===== src/rtl/ebpm_pkg.sv =====
// Package of types and constants for the external bus pin multiplexer
package ebpm_pkg;

	// ------------------------------------------------------------
	// Port 2 bit positions
	// ------------------------------------------------------------
	localparam int P2_BUFFER_CONTROL_OUT_BIT = 0;
	localparam int P2_HOLDACK_BIT = 1;
	localparam int P2_HOLDREQ_BIT = 2;
	localparam int P2_READY_BIT = 3;
	localparam int P2_CLK_BIT = 4;
	localparam int P2_WRITE_BIT = 5;
	localparam int P2_READ_BIT = 6;

	// ------------------------------------------------------------
	// Reset values
	// ------------------------------------------------------------
	localparam logic [7:0] PORT_RESET = 8'h00;
	localparam logic [7:0] DIR_RESET = 8'h00;

	// ------------------------------------------------------------
	// Operating modes from the boot-select pins
	// ------------------------------------------------------------
	typedef enum logic [1:0] {
		EBPM_MODE_SINGLE = 2'b00,
		EBPM_MODE_EXTBUS = 2'b01,
		EBPM_MODE_RSVD2 = 2'b10,
		EBPM_MODE_RSVD3 = 2'b11
	} ebpm_mode_t;

	// Core-side request for the external bus
	typedef struct packed {
		logic [15:0] addr;
		logic [7:0] wdata;
		logic addr_phase;
		logic data_drive;
		logic rd_strobe_n;
		logic wr_strobe_n;
		logic bus_clk;
		logic buf_ctl;
		logic hold_ack;
	} ebpm_bus_t;

	// Software port state
	typedef struct packed {
		logic [7:0] p0_data;
		logic [7:0] p0_dir;
		logic [7:0] p1_data;
		logic [7:0] p1_dir;
		logic [7:0] p2_data;
	} ebpm_gpio_t;

	// Bus-pin configuration bits
	typedef struct packed {
		logic buffer_control_out_en;
		logic hold_en;
	} ebpm_cfg_t;

	// Pad group: output, output enable
	typedef struct packed {
		logic [7:0] o;
		logic [7:0] oe;
	} ebpm_pad8_t;

endpackage : ebpm_pkg


===== src/rtl/ebpm_sync.sv =====
// Two flip-flop synchroniser for pin inputs
`timescale 1ns/10ps
module ebpm_sync import ebpm_pkg::*; #(
	parameter int W = 8,
	parameter logic [W-1:0] INIT = '0
) (
	input wire logic core_clk,
	input wire logic reset,
	input wire logic clk_en,
	input wire logic [W-1:0] async_in,
	output logic [W-1:0] sync_out
);

	logic [W-1:0] meta_q;

	always_ff @(posedge core_clk) begin
		if (reset) begin
			meta_q <= INIT;
			sync_out <= INIT;
		end else if (clk_en) begin
			meta_q <= async_in;
			sync_out <= meta_q;
		end
	end

endmodule : ebpm_sync


===== src/rtl/ebpm_reset_pin.sv =====
// Open-drain reset pin driver and external reset capture
`timescale 1ns/10ps
module ebpm_reset_pin import ebpm_pkg::*; (
	input wire logic core_clk,
	input wire logic reset,
	input wire logic clk_en,
	input wire logic int_reset_req,
	input wire logic rst_pin_n_sync,
	output logic rst_pin_oe,
	output logic ext_reset
);

	// ------------------------------------------------------------
	// Pin drive and capture
	// ------------------------------------------------------------
	always_ff @(posedge core_clk) begin
		if (reset) begin
			rst_pin_oe <= 1'b0;
			ext_reset <= 1'b0;
		end else if (clk_en) begin
			rst_pin_oe <= int_reset_req; // see RULE1
			ext_reset <= ~rst_pin_n_sync; // see RULE2
		end
	end

	chk_rst_pin_drive: assert property ( // see RULE1
		@(posedge core_clk) disable iff (reset)
		clk_en && int_reset_req |=> rst_pin_oe)
		else $error("reset pin not driven for internal reset");

	chk_ext_reset_in: assert property ( // see RULE2
		@(posedge core_clk) disable iff (reset)
		clk_en && !rst_pin_n_sync |=> ext_reset)
		else $error("low reset pin not captured");

endmodule : ebpm_reset_pin


===== src/rtl/ebpm_pin_mux.sv =====
// External bus pin multiplexer for ports 0 to 2 and the reset pin
// Notes on behaviour
// RULE1 - An internal reset source pulls the reset pin low by open drain.
// RULE2 - A low level on the reset pin resets the internal circuitry.
// RULE3 - The mode comes from the static boot-select pin levels.
// RULE4 - Without the bus, ports 0 and 1 are software GPIO bits.
// RULE5 - In bus mode port 0 carries the low address and data, muxed.
// RULE6 - In bus mode port 1 drives the upper address byte.
// RULE7 - Without the bus, port 2 outputs the port data register.
// RULE8 - In bus mode port 2 bit 0 is buffer control when enabled.
// RULE9 - In bus mode port 2 bit 1 is hold acknowledge when enabled.
// RULE10 - In bus mode port 2 bit 2 is hold request input when enabled.
// RULE11 - In bus mode port 2 bit 5 drives the write strobe.
// RULE12 - In bus mode port 2 bit 6 drives the read strobe.
// RULE13 - In bus mode port 2 bit 3 is ready in and bit 4 the bus clock.
`timescale 1ns/10ps
module ebpm_pin_mux import ebpm_pkg::*; (
	input wire logic core_clk,
	input wire logic reset,
	input wire logic clk_en,
	input wire logic boot_select_0,
	input wire logic boot_select_1,
	input wire logic rst_pin_n_in,
	input wire logic int_reset_req,
	input wire ebpm_bus_t bus_req,
	input wire ebpm_gpio_t gpio,
	input wire ebpm_cfg_t bus_pin_config_register,
	input wire logic [7:0] port0_line_in,
	input wire logic [7:0] port1_line_in,
	input wire logic [7:0] port2_line_in,
	output logic rst_pin_oe,
	output logic core_reset,
	output logic ext_bus_mode,
	output ebpm_pad8_t port0_line,
	output ebpm_pad8_t port1_line,
	output ebpm_pad8_t port2_line,
	output logic [7:0] port0_rd,
	output logic [7:0] port1_rd,
	output logic [7:0] muxed_addr_data_line_rd,
	output logic hold_request_in,
	output logic ready_in
);

	// ------------------------------------------------------------
	// Input synchronisers
	// ------------------------------------------------------------
	logic [7:0] p0_s;
	logic [7:0] p1_s;
	logic [7:0] p2_s;
	logic [2:0] ctl_s;
	logic ext_reset;
	logic mode_valid_q;
	ebpm_mode_t mode_q;

	ebpm_sync #(.W(8), .INIT(8'h00)) u_sync_p0 (
		.core_clk(core_clk),
		.reset(reset),
		.clk_en(clk_en),
		.async_in(port0_line_in),
		.sync_out(p0_s)
	);

	ebpm_sync #(.W(8), .INIT(8'h00)) u_sync_p1 (
		.core_clk(core_clk),
		.reset(reset),
		.clk_en(clk_en),
		.async_in(port1_line_in),
		.sync_out(p1_s)
	);

	ebpm_sync #(.W(8), .INIT(8'hFF)) u_sync_p2 (
		.core_clk(core_clk),
		.reset(reset),
		.clk_en(clk_en),
		.async_in(port2_line_in),
		.sync_out(p2_s)
	);

	ebpm_sync #(.W(3), .INIT(3'h4)) u_sync_ctl (
		.core_clk(core_clk),
		.reset(reset),
		.clk_en(clk_en),
		.async_in({rst_pin_n_in, boot_select_1, boot_select_0}),
		.sync_out(ctl_s)
	);

	// ------------------------------------------------------------
	// Reset pin
	// ------------------------------------------------------------
	ebpm_reset_pin u_rst (
		.core_clk(core_clk),
		.reset(reset),
		.clk_en(clk_en),
		.int_reset_req(int_reset_req),
		.rst_pin_n_sync(ctl_s[2]),
		.rst_pin_oe(rst_pin_oe),
		.ext_reset(ext_reset)
	);

	always_ff @(posedge core_clk) begin
		if (reset) begin
			core_reset <= 1'b1;
		end else if (clk_en) begin
			core_reset <= ext_reset | int_reset_req; // see RULE2
		end
	end

	// ------------------------------------------------------------
	// Mode capture
	// ------------------------------------------------------------
	function automatic logic is_ext_mode(input ebpm_mode_t m);
		return m == EBPM_MODE_EXTBUS;
	endfunction : is_ext_mode

	// Mode is sampled on every enabled cycle while the core is held in reset
	always_ff @(posedge core_clk) begin
		if (reset) begin
			mode_q <= EBPM_MODE_SINGLE;
			mode_valid_q <= 1'b0;
			ext_bus_mode <= 1'b0;
		end else if (clk_en) begin
			if (core_reset) begin
				mode_q <= ebpm_mode_t'(ctl_s[1:0]); // see RULE3
				mode_valid_q <= 1'b1;
				ext_bus_mode <= 1'b0;
			end else begin
				ext_bus_mode <= mode_valid_q && is_ext_mode(mode_q);
			end
		end
	end

	// ------------------------------------------------------------
	// Port 0 and port 1
	// ------------------------------------------------------------
	always_ff @(posedge core_clk) begin
		if (reset) begin
			port0_line <= '{o: PORT_RESET, oe: DIR_RESET};
			port1_line <= '{o: PORT_RESET, oe: DIR_RESET};
		end else if (clk_en) begin
			if (core_reset) begin
				port0_line <= '{o: PORT_RESET, oe: DIR_RESET};
				port1_line <= '{o: PORT_RESET, oe: DIR_RESET};
			end else if (ext_bus_mode) begin
				if (bus_req.addr_phase) begin
					port0_line.o <= bus_req.addr[7:0]; // see RULE5
					port0_line.oe <= 8'hFF; // see RULE5
				end else begin
					port0_line.o <= bus_req.wdata; // see RULE5
					port0_line.oe <= {8{bus_req.data_drive}}; // see RULE5
				end
				port1_line.o <= bus_req.addr[15:8]; // see RULE6
				port1_line.oe <= 8'hFF; // see RULE6
			end else begin
				port0_line.o <= gpio.p0_data; // see RULE4
				port0_line.oe <= gpio.p0_dir; // see RULE4
				port1_line.o <= gpio.p1_data; // see RULE4
				port1_line.oe <= gpio.p1_dir; // see RULE4
			end
		end
	end

	always_ff @(posedge core_clk) begin
		if (reset) begin
			port0_rd <= 8'h00;
			port1_rd <= 8'h00;
			muxed_addr_data_line_rd <= 8'h00;
		end else if (clk_en) begin
			port0_rd <= p0_s; // see RULE4
			port1_rd <= p1_s; // see RULE4
			muxed_addr_data_line_rd <= p0_s; // see RULE5
		end
	end

	// ------------------------------------------------------------
	// Port 2
	// ------------------------------------------------------------
	logic [7:0] p2_o_d;
	logic [7:0] p2_oe_d;

	always_comb begin
		p2_o_d = gpio.p2_data; // see RULE7
		p2_oe_d = 8'hFF; // see RULE7
		if (ext_bus_mode) begin
			if (bus_pin_config_register.buffer_control_out_en) begin
				p2_o_d[P2_BUFFER_CONTROL_OUT_BIT] = bus_req.buf_ctl; // see RULE8
			end
			if (bus_pin_config_register.hold_en) begin
				p2_o_d[P2_HOLDACK_BIT] = bus_req.hold_ack; // see RULE9
				p2_oe_d[P2_HOLDREQ_BIT] = 1'b0; // see RULE10
			end
			p2_oe_d[P2_READY_BIT] = 1'b0; // see RULE13
			p2_o_d[P2_CLK_BIT] = bus_req.bus_clk; // see RULE13
			p2_o_d[P2_WRITE_BIT] = bus_req.wr_strobe_n; // see RULE11
			p2_o_d[P2_READ_BIT] = bus_req.rd_strobe_n; // see RULE12
		end
	end

	always_ff @(posedge core_clk) begin
		if (reset) begin
			port2_line <= '{o: PORT_RESET, oe: DIR_RESET};
		end else if (clk_en) begin
			if (core_reset) begin
				port2_line <= '{o: PORT_RESET, oe: DIR_RESET};
			end else begin
				port2_line <= '{o: p2_o_d, oe: p2_oe_d};
			end
		end
	end

	// Inputs read as idle when their function is off
	always_ff @(posedge core_clk) begin
		if (reset) begin
			hold_request_in <= 1'b0;
			ready_in <= 1'b1;
		end else if (clk_en) begin
			hold_request_in <= ext_bus_mode &&
				bus_pin_config_register.hold_en &&
				p2_s[P2_HOLDREQ_BIT]; // see RULE10
			ready_in <= !ext_bus_mode || p2_s[P2_READY_BIT]; // see RULE13
		end
	end

	// ------------------------------------------------------------
	// Checks
	// ------------------------------------------------------------
	chk_p1_upper_addr: assert property ( // see RULE6
		@(posedge core_clk) disable iff (reset)
		clk_en && ext_bus_mode && !core_reset |=>
		port1_line.oe == 8'hFF && port1_line.o == $past(bus_req.addr[15:8]))
		else $error("port 1 not carrying upper address");

	chk_p0_addr_phase: assert property ( // see RULE5
		@(posedge core_clk) disable iff (reset)
		clk_en && ext_bus_mode && !core_reset && bus_req.addr_phase |=>
		port0_line.oe == 8'hFF && port0_line.o == $past(bus_req.addr[7:0]))
		else $error("port 0 not carrying low address");

	chk_p0_data_phase: assert property ( // see RULE5
		@(posedge core_clk) disable iff (reset)
		clk_en && ext_bus_mode && !core_reset && !bus_req.addr_phase |=>
		port0_line.oe == {8{$past(bus_req.data_drive)}} &&
		port0_line.o == $past(bus_req.wdata))
		else $error("port 0 not carrying write data");

	chk_p0_gpio: assert property ( // see RULE4
		@(posedge core_clk) disable iff (reset)
		clk_en && !ext_bus_mode && !core_reset |=>
		port0_line.oe == $past(gpio.p0_dir))
		else $error("port 0 direction not from software");

	chk_p2_gpio: assert property ( // see RULE7
		@(posedge core_clk) disable iff (reset)
		clk_en && !ext_bus_mode && !core_reset |=>
		port2_line.o == $past(gpio.p2_data))
		else $error("port 2 not from data register");

	chk_wr_strobe: assert property ( // see RULE11
		@(posedge core_clk) disable iff (reset)
		clk_en && ext_bus_mode && !core_reset |=>
		port2_line.o[P2_WRITE_BIT] == $past(bus_req.wr_strobe_n))
		else $error("write strobe not on port 2 bit 5");

	chk_rd_strobe: assert property ( // see RULE12
		@(posedge core_clk) disable iff (reset)
		clk_en && ext_bus_mode && !core_reset |=>
		port2_line.o[P2_READ_BIT] == $past(bus_req.rd_strobe_n))
		else $error("read strobe not on port 2 bit 6");

	chk_buffer_control_out_gate: assert property ( // see RULE8
		@(posedge core_clk) disable iff (reset)
		clk_en && ext_bus_mode && !core_reset &&
		bus_pin_config_register.buffer_control_out_en |=>
		port2_line.o[P2_BUFFER_CONTROL_OUT_BIT] == $past(bus_req.buf_ctl))
		else $error("buffer control not on port 2 bit 0");

	chk_hold_pins: assert property ( // see RULE9 see RULE10
		@(posedge core_clk) disable iff (reset)
		clk_en && ext_bus_mode && !core_reset &&
		bus_pin_config_register.hold_en |=>
		!port2_line.oe[P2_HOLDREQ_BIT] &&
		port2_line.o[P2_HOLDACK_BIT] == $past(bus_req.hold_ack))
		else $error("hold pins not configured");

	chk_hold_req_off: assert property ( // see RULE10
		@(posedge core_clk) disable iff (reset)
		clk_en && !(ext_bus_mode && bus_pin_config_register.hold_en) |=>
		!hold_request_in)
		else $error("hold request seen while its function is off");

	chk_ready_clk: assert property ( // see RULE13
		@(posedge core_clk) disable iff (reset)
		clk_en && ext_bus_mode && !core_reset |=>
		!port2_line.oe[P2_READY_BIT] &&
		port2_line.o[P2_CLK_BIT] == $past(bus_req.bus_clk))
		else $error("ready or clock pin wrong");

	chk_reset_pads: assert property ( // see RULE2
		@(posedge core_clk) disable iff (reset)
		clk_en && core_reset |=>
		port0_line.oe == DIR_RESET && port1_line.oe == DIR_RESET &&
		port2_line.oe == DIR_RESET)
		else $error("pads driven while the core is in reset");

	chk_mode_hold: assert property ( // see RULE3
		@(posedge core_clk) disable iff (reset)
		clk_en && !core_reset |=> $stable(mode_q))
		else $error("mode changed outside reset");

	cov_ext_mode: cover property (@(posedge core_clk) ext_bus_mode);
	cov_hold_req: cover property (@(posedge core_clk) hold_request_in);
	cov_int_reset: cover property (@(posedge core_clk) rst_pin_oe);
	cov_data_phase: cover property (@(posedge core_clk)
		ext_bus_mode && !bus_req.addr_phase && bus_req.data_drive);

endmodule : ebpm_pin_mux


===== config.mk =====
export PLATFORM = sky130hd
export DESIGN_NAME = ebpm_pin_mux
export DESIGN_NICKNAME = d
export VERILOG_FILES = /design/src/rtl/ebpm_pkg.sv /design/src/rtl/ebpm_sync.sv /design/src/rtl/ebpm_reset_pin.sv /design/src/rtl/ebpm_pin_mux.sv
export SDC_FILE = /design/constraint.sdc
export NUM_CORES = 1
export LEC_CHECK = 0
export BUFFER_PORTS_ARGS = -buffer_cell sky130_fd_sc_hd__clkbuf_2
export CAP_MARGIN = 20
export CORE_ASPECT_RATIO = 0.9
export CORE_MARGIN = 2
export CORE_UTILIZATION = 49
export DETAILED_ROUTE_END_ITERATION = 10
export PLACE_DENSITY = 0.89
export SLEW_MARGIN = 20
export SYNTH_ARGS = -nofsm -noshare
export SYNTH_HDL_FRONTEND = slang
export SYNTH_HIERARCHICAL = 1
export SYNTH_SLANG_ARGS = --single-unit

===== constraint.sdc =====
create_clock -name core_clk -period 1.42 [get_ports core_clk]
set_input_delay 0 -clock core_clk [delete_from_list [all_inputs] [get_ports core_clk]]
set_output_delay 0 -clock core_clk [all_outputs]
set_load 0.03 [all_outputs]

==> results by group <==
Min path
  – Worst Hold Class: in2reg
  – Hold_sp: bus_req[24]
  – WHS Path Cells: 4
  – WHS Endpoint: port1_line[9]

Setup path
  – CP max FO: 11
  – RR Endpoint: port0_line[10]
  – CP Capture Type: output pin
  – Critical-path cell list: buf_4 > buf_4 > clkbuf_2
  – Max stage delay on crit path: 340 ps
  – CP bufs+invs: 3
  – Cell at the slowest stage of the critical path: dfxtp_2
  – Top cell by count, worst path: buf_4
  – CP Launch Type: register
  – R2R Setup Slk: 120 ps
  – CP Launch Point: ext_bus_mode
  – Delay-heaviest family, CP: buffers and inverters
  – CP required: 1420 ps
  – Critical path type: reg2out
  – R2R cell count: 4
  – CP arrival: 1300 ps
  – R2R Path Start: ext_bus_mode

Timing
  – Clock Skews: 9.221 ps
  – Max Slew Vio Count: 0
  – # setup viols final: 0
  – Final Hold Vio Count: 0
  – Relative slew slack: 67.23%
  – Tcrit/Tclk final: 91.58%
  – Hold_ws: 4.229 ps
  – Unrepaired setup endpoints after global routing: no
  – Worst-Margin Slew: 489.7 ps
  – Final min period: 1300 ps
  – Fmax achieved: 768.9 MHz
  – Final Worst Setup Slack: 119.5 ps
  – Setup tns final: 0 ps

Die
  – Die Area: 0.009665 sq mm
  – Site row count: 32
  – Placeable Area: 0.008608 sq mm
  – Initial Util: 50.63%
  – Die width: 103.4 microns
  – IO Pins: 181
  – Die Ht: 93.47 microns

Clock tree
  – Clock latency on the worst-skew pair: 360 ps
  – Clk pin slew, worst setup/hold paths: 100 ps
  – Htree depth: 3
  – Clk sink count: 110
  – TritonCTS clock tree: done
  – Clk buf depth: 2
  – Root Buffer: clkbuf_8
  – TritonCTS Buffers: 9

Route
  – Routed wire length: 11340 microns
  – Metal-1 WL: 4416 microns
  – DRT iter0 DRCs: 152
  – DR vias: 3919
  – Length of routed met2 wiring: 6023 microns
  – Max layer used: met4
  – Met3 wire length: 596 microns
  – Via-to-Cell Ratio: 5.076
  – Final ANT Viol Nets: 0
  – Remaining DRCs: 0
  – DR pass1 iterations: 4
  – Wire length per cell: 14.69 microns

Cells and area
  – Fill cells: 629
  – ANT cells: 0
  – Area grow syn2layout: 38.36%
  – Ratio of cells with drive above 1 in the final layout: 33.54%
  – Fin nets: 752

Power
  – Pleak: 2.827 nW
  – Pwr dens: 1023 mW/mm^2
  – Final Total Pwr: 6.168 mW
  – Maximum VDD drop: 0.6333 mV

Place
  – GPL Wtd Cong: 0.9119
  – Placed wire-length estimate: 7291 microns
  – Number of port buffers: 174
  – Worst slack, placed: 173.7 ps

Yosys
  – Syn Nets: 540
  – Post-Syn Area: 0.004358 sq mm
  – Yosys warning count: 6
  – Synthesized area per cell: 9.995 sq um
  – Cells after Synth: 436

Run status
  – Outcome: complete, no violations

GRT
  – Largest net degree at the start of global routing: 44
  – Initial antenna violation count: 0
  – Tot GR Track Use: 23.41%
  – Congestion Overflow GR: 0
  – Number of global-route vias before repair: 3949
  – First-pass GRT wire length: 17710 microns

Flow run
  – Max-Cap Viols: 0
## cell usage in the layout (no fill, tap or decap), types with 2 or more instances in the layout
cell type,count
nor2_1,92
clkinv_4,2
nor2b_1,7
inv_1,3
a222oi_1,8
nand2_1,23
nand2b_1,2
o211ai_1,8
o32ai_1,2
dfxtp_1,108
a22oi_1,16
mux2_2,11
clkbuf_8,12
a211o_1,6
buf_4,13
dfxtp_2,2
a21oi_1,15
clkbuf_2,172
dlygate4sd3_1,65
mux2i_1,55
bufinv_16,2
mux2_1,8
o21ai_1,8
nand3_1,2
## metrics by stage
| stage | utilization, % | area (sq um) | cells |
|---|---|---|---|
| 6_report | 70.04 | 6030 | 772 |
| 5_1_grt | 70.04 | 6030 | 772 |
| 4_1_cts | 70.04 | 6030 | 772 |
| 3_5_place_dp | 59.67 | 5136 | 691 |
| 3_3_place_gp | 59.67 | 5136 | 691 |
| 2_1_floorplan | - | 4360 | 436 |
## worst register-to-register path, delay by kind of cell, from the launching register on
kind	cells	cell delay (ps)
and+or+nand+nor	2	570
DFF	1	330
buffers and inverters	1	170
AOI/OAI and AO/OA	1	160
## report_power, final
| group | total (mW) | leakage (nW) | switching, mW | internal [mW] |
|---|---|---|---|---|
| logic | 0.785 | 1.81 | 0.386 | 0.400 |
| registers | 3.24 | 0.895 | 0.0585 | 3.18 |
| clock network | 2.14 | 0.123 | 0.997 | 1.15 |
| total | 6.17 | 2.83 | 1.44 | 4.73 |
## layer usage
metal  GRT usage (%)  vias up
li1                -     1915
met2           42.80      152
met3           5.306       27
met1           24.61     1825
met4           11.95        0
met5               0        -
## registers in the layout, summed over array words and instances (netlist names), 2 cells and up
register and cells:
mode_q 2, muxed_addr_data_line_rd 8, port0_line 16, port1_line 16, port1_rd 8, port2_line 11, u_sync_ctl/meta_q 3, u_sync_ctl/sync_out 3
u_sync_p0/meta_q 8, u_sync_p0/sync_out 8, u_sync_p1/meta_q 8, u_sync_p1/sync_out 8, u_sync_p2/meta_q 2, u_sync_p2/sync_out 2
## how the worst max path moves through the flow
stage                          end  slack (ps)  cells past startpoint
floorplan           port2_line[12]          10                      5
global placement     port1_line[8]         220                      4
detailed placement  port0_line[12]         170                      3
global route         port0_line[8]          40                      3
CTS                   ext_bus_mode         120                      3
finish                ext_bus_mode         120                      3
## area by class of cell
class	count	area, sq um	area share, %
clock buffers	12	165.2	2.739
flip-flops and latches	110	2205	36.56
multi-input cells	272	1789	29.67
repair buffers	251	1629	27.02
inverters	4	15.01	0.2490
well taps	119	148.9	2.469
clock inverters	4	77.57	1.287
## timing repair
action                    4_1_cts  5_1_grt
hold endpoints to repair       59        0
buffers inserted                0        0
gates resized for setup         0        0
hold buffers                   65        0
Note: power is estimated with default switching activity, not from simulation.
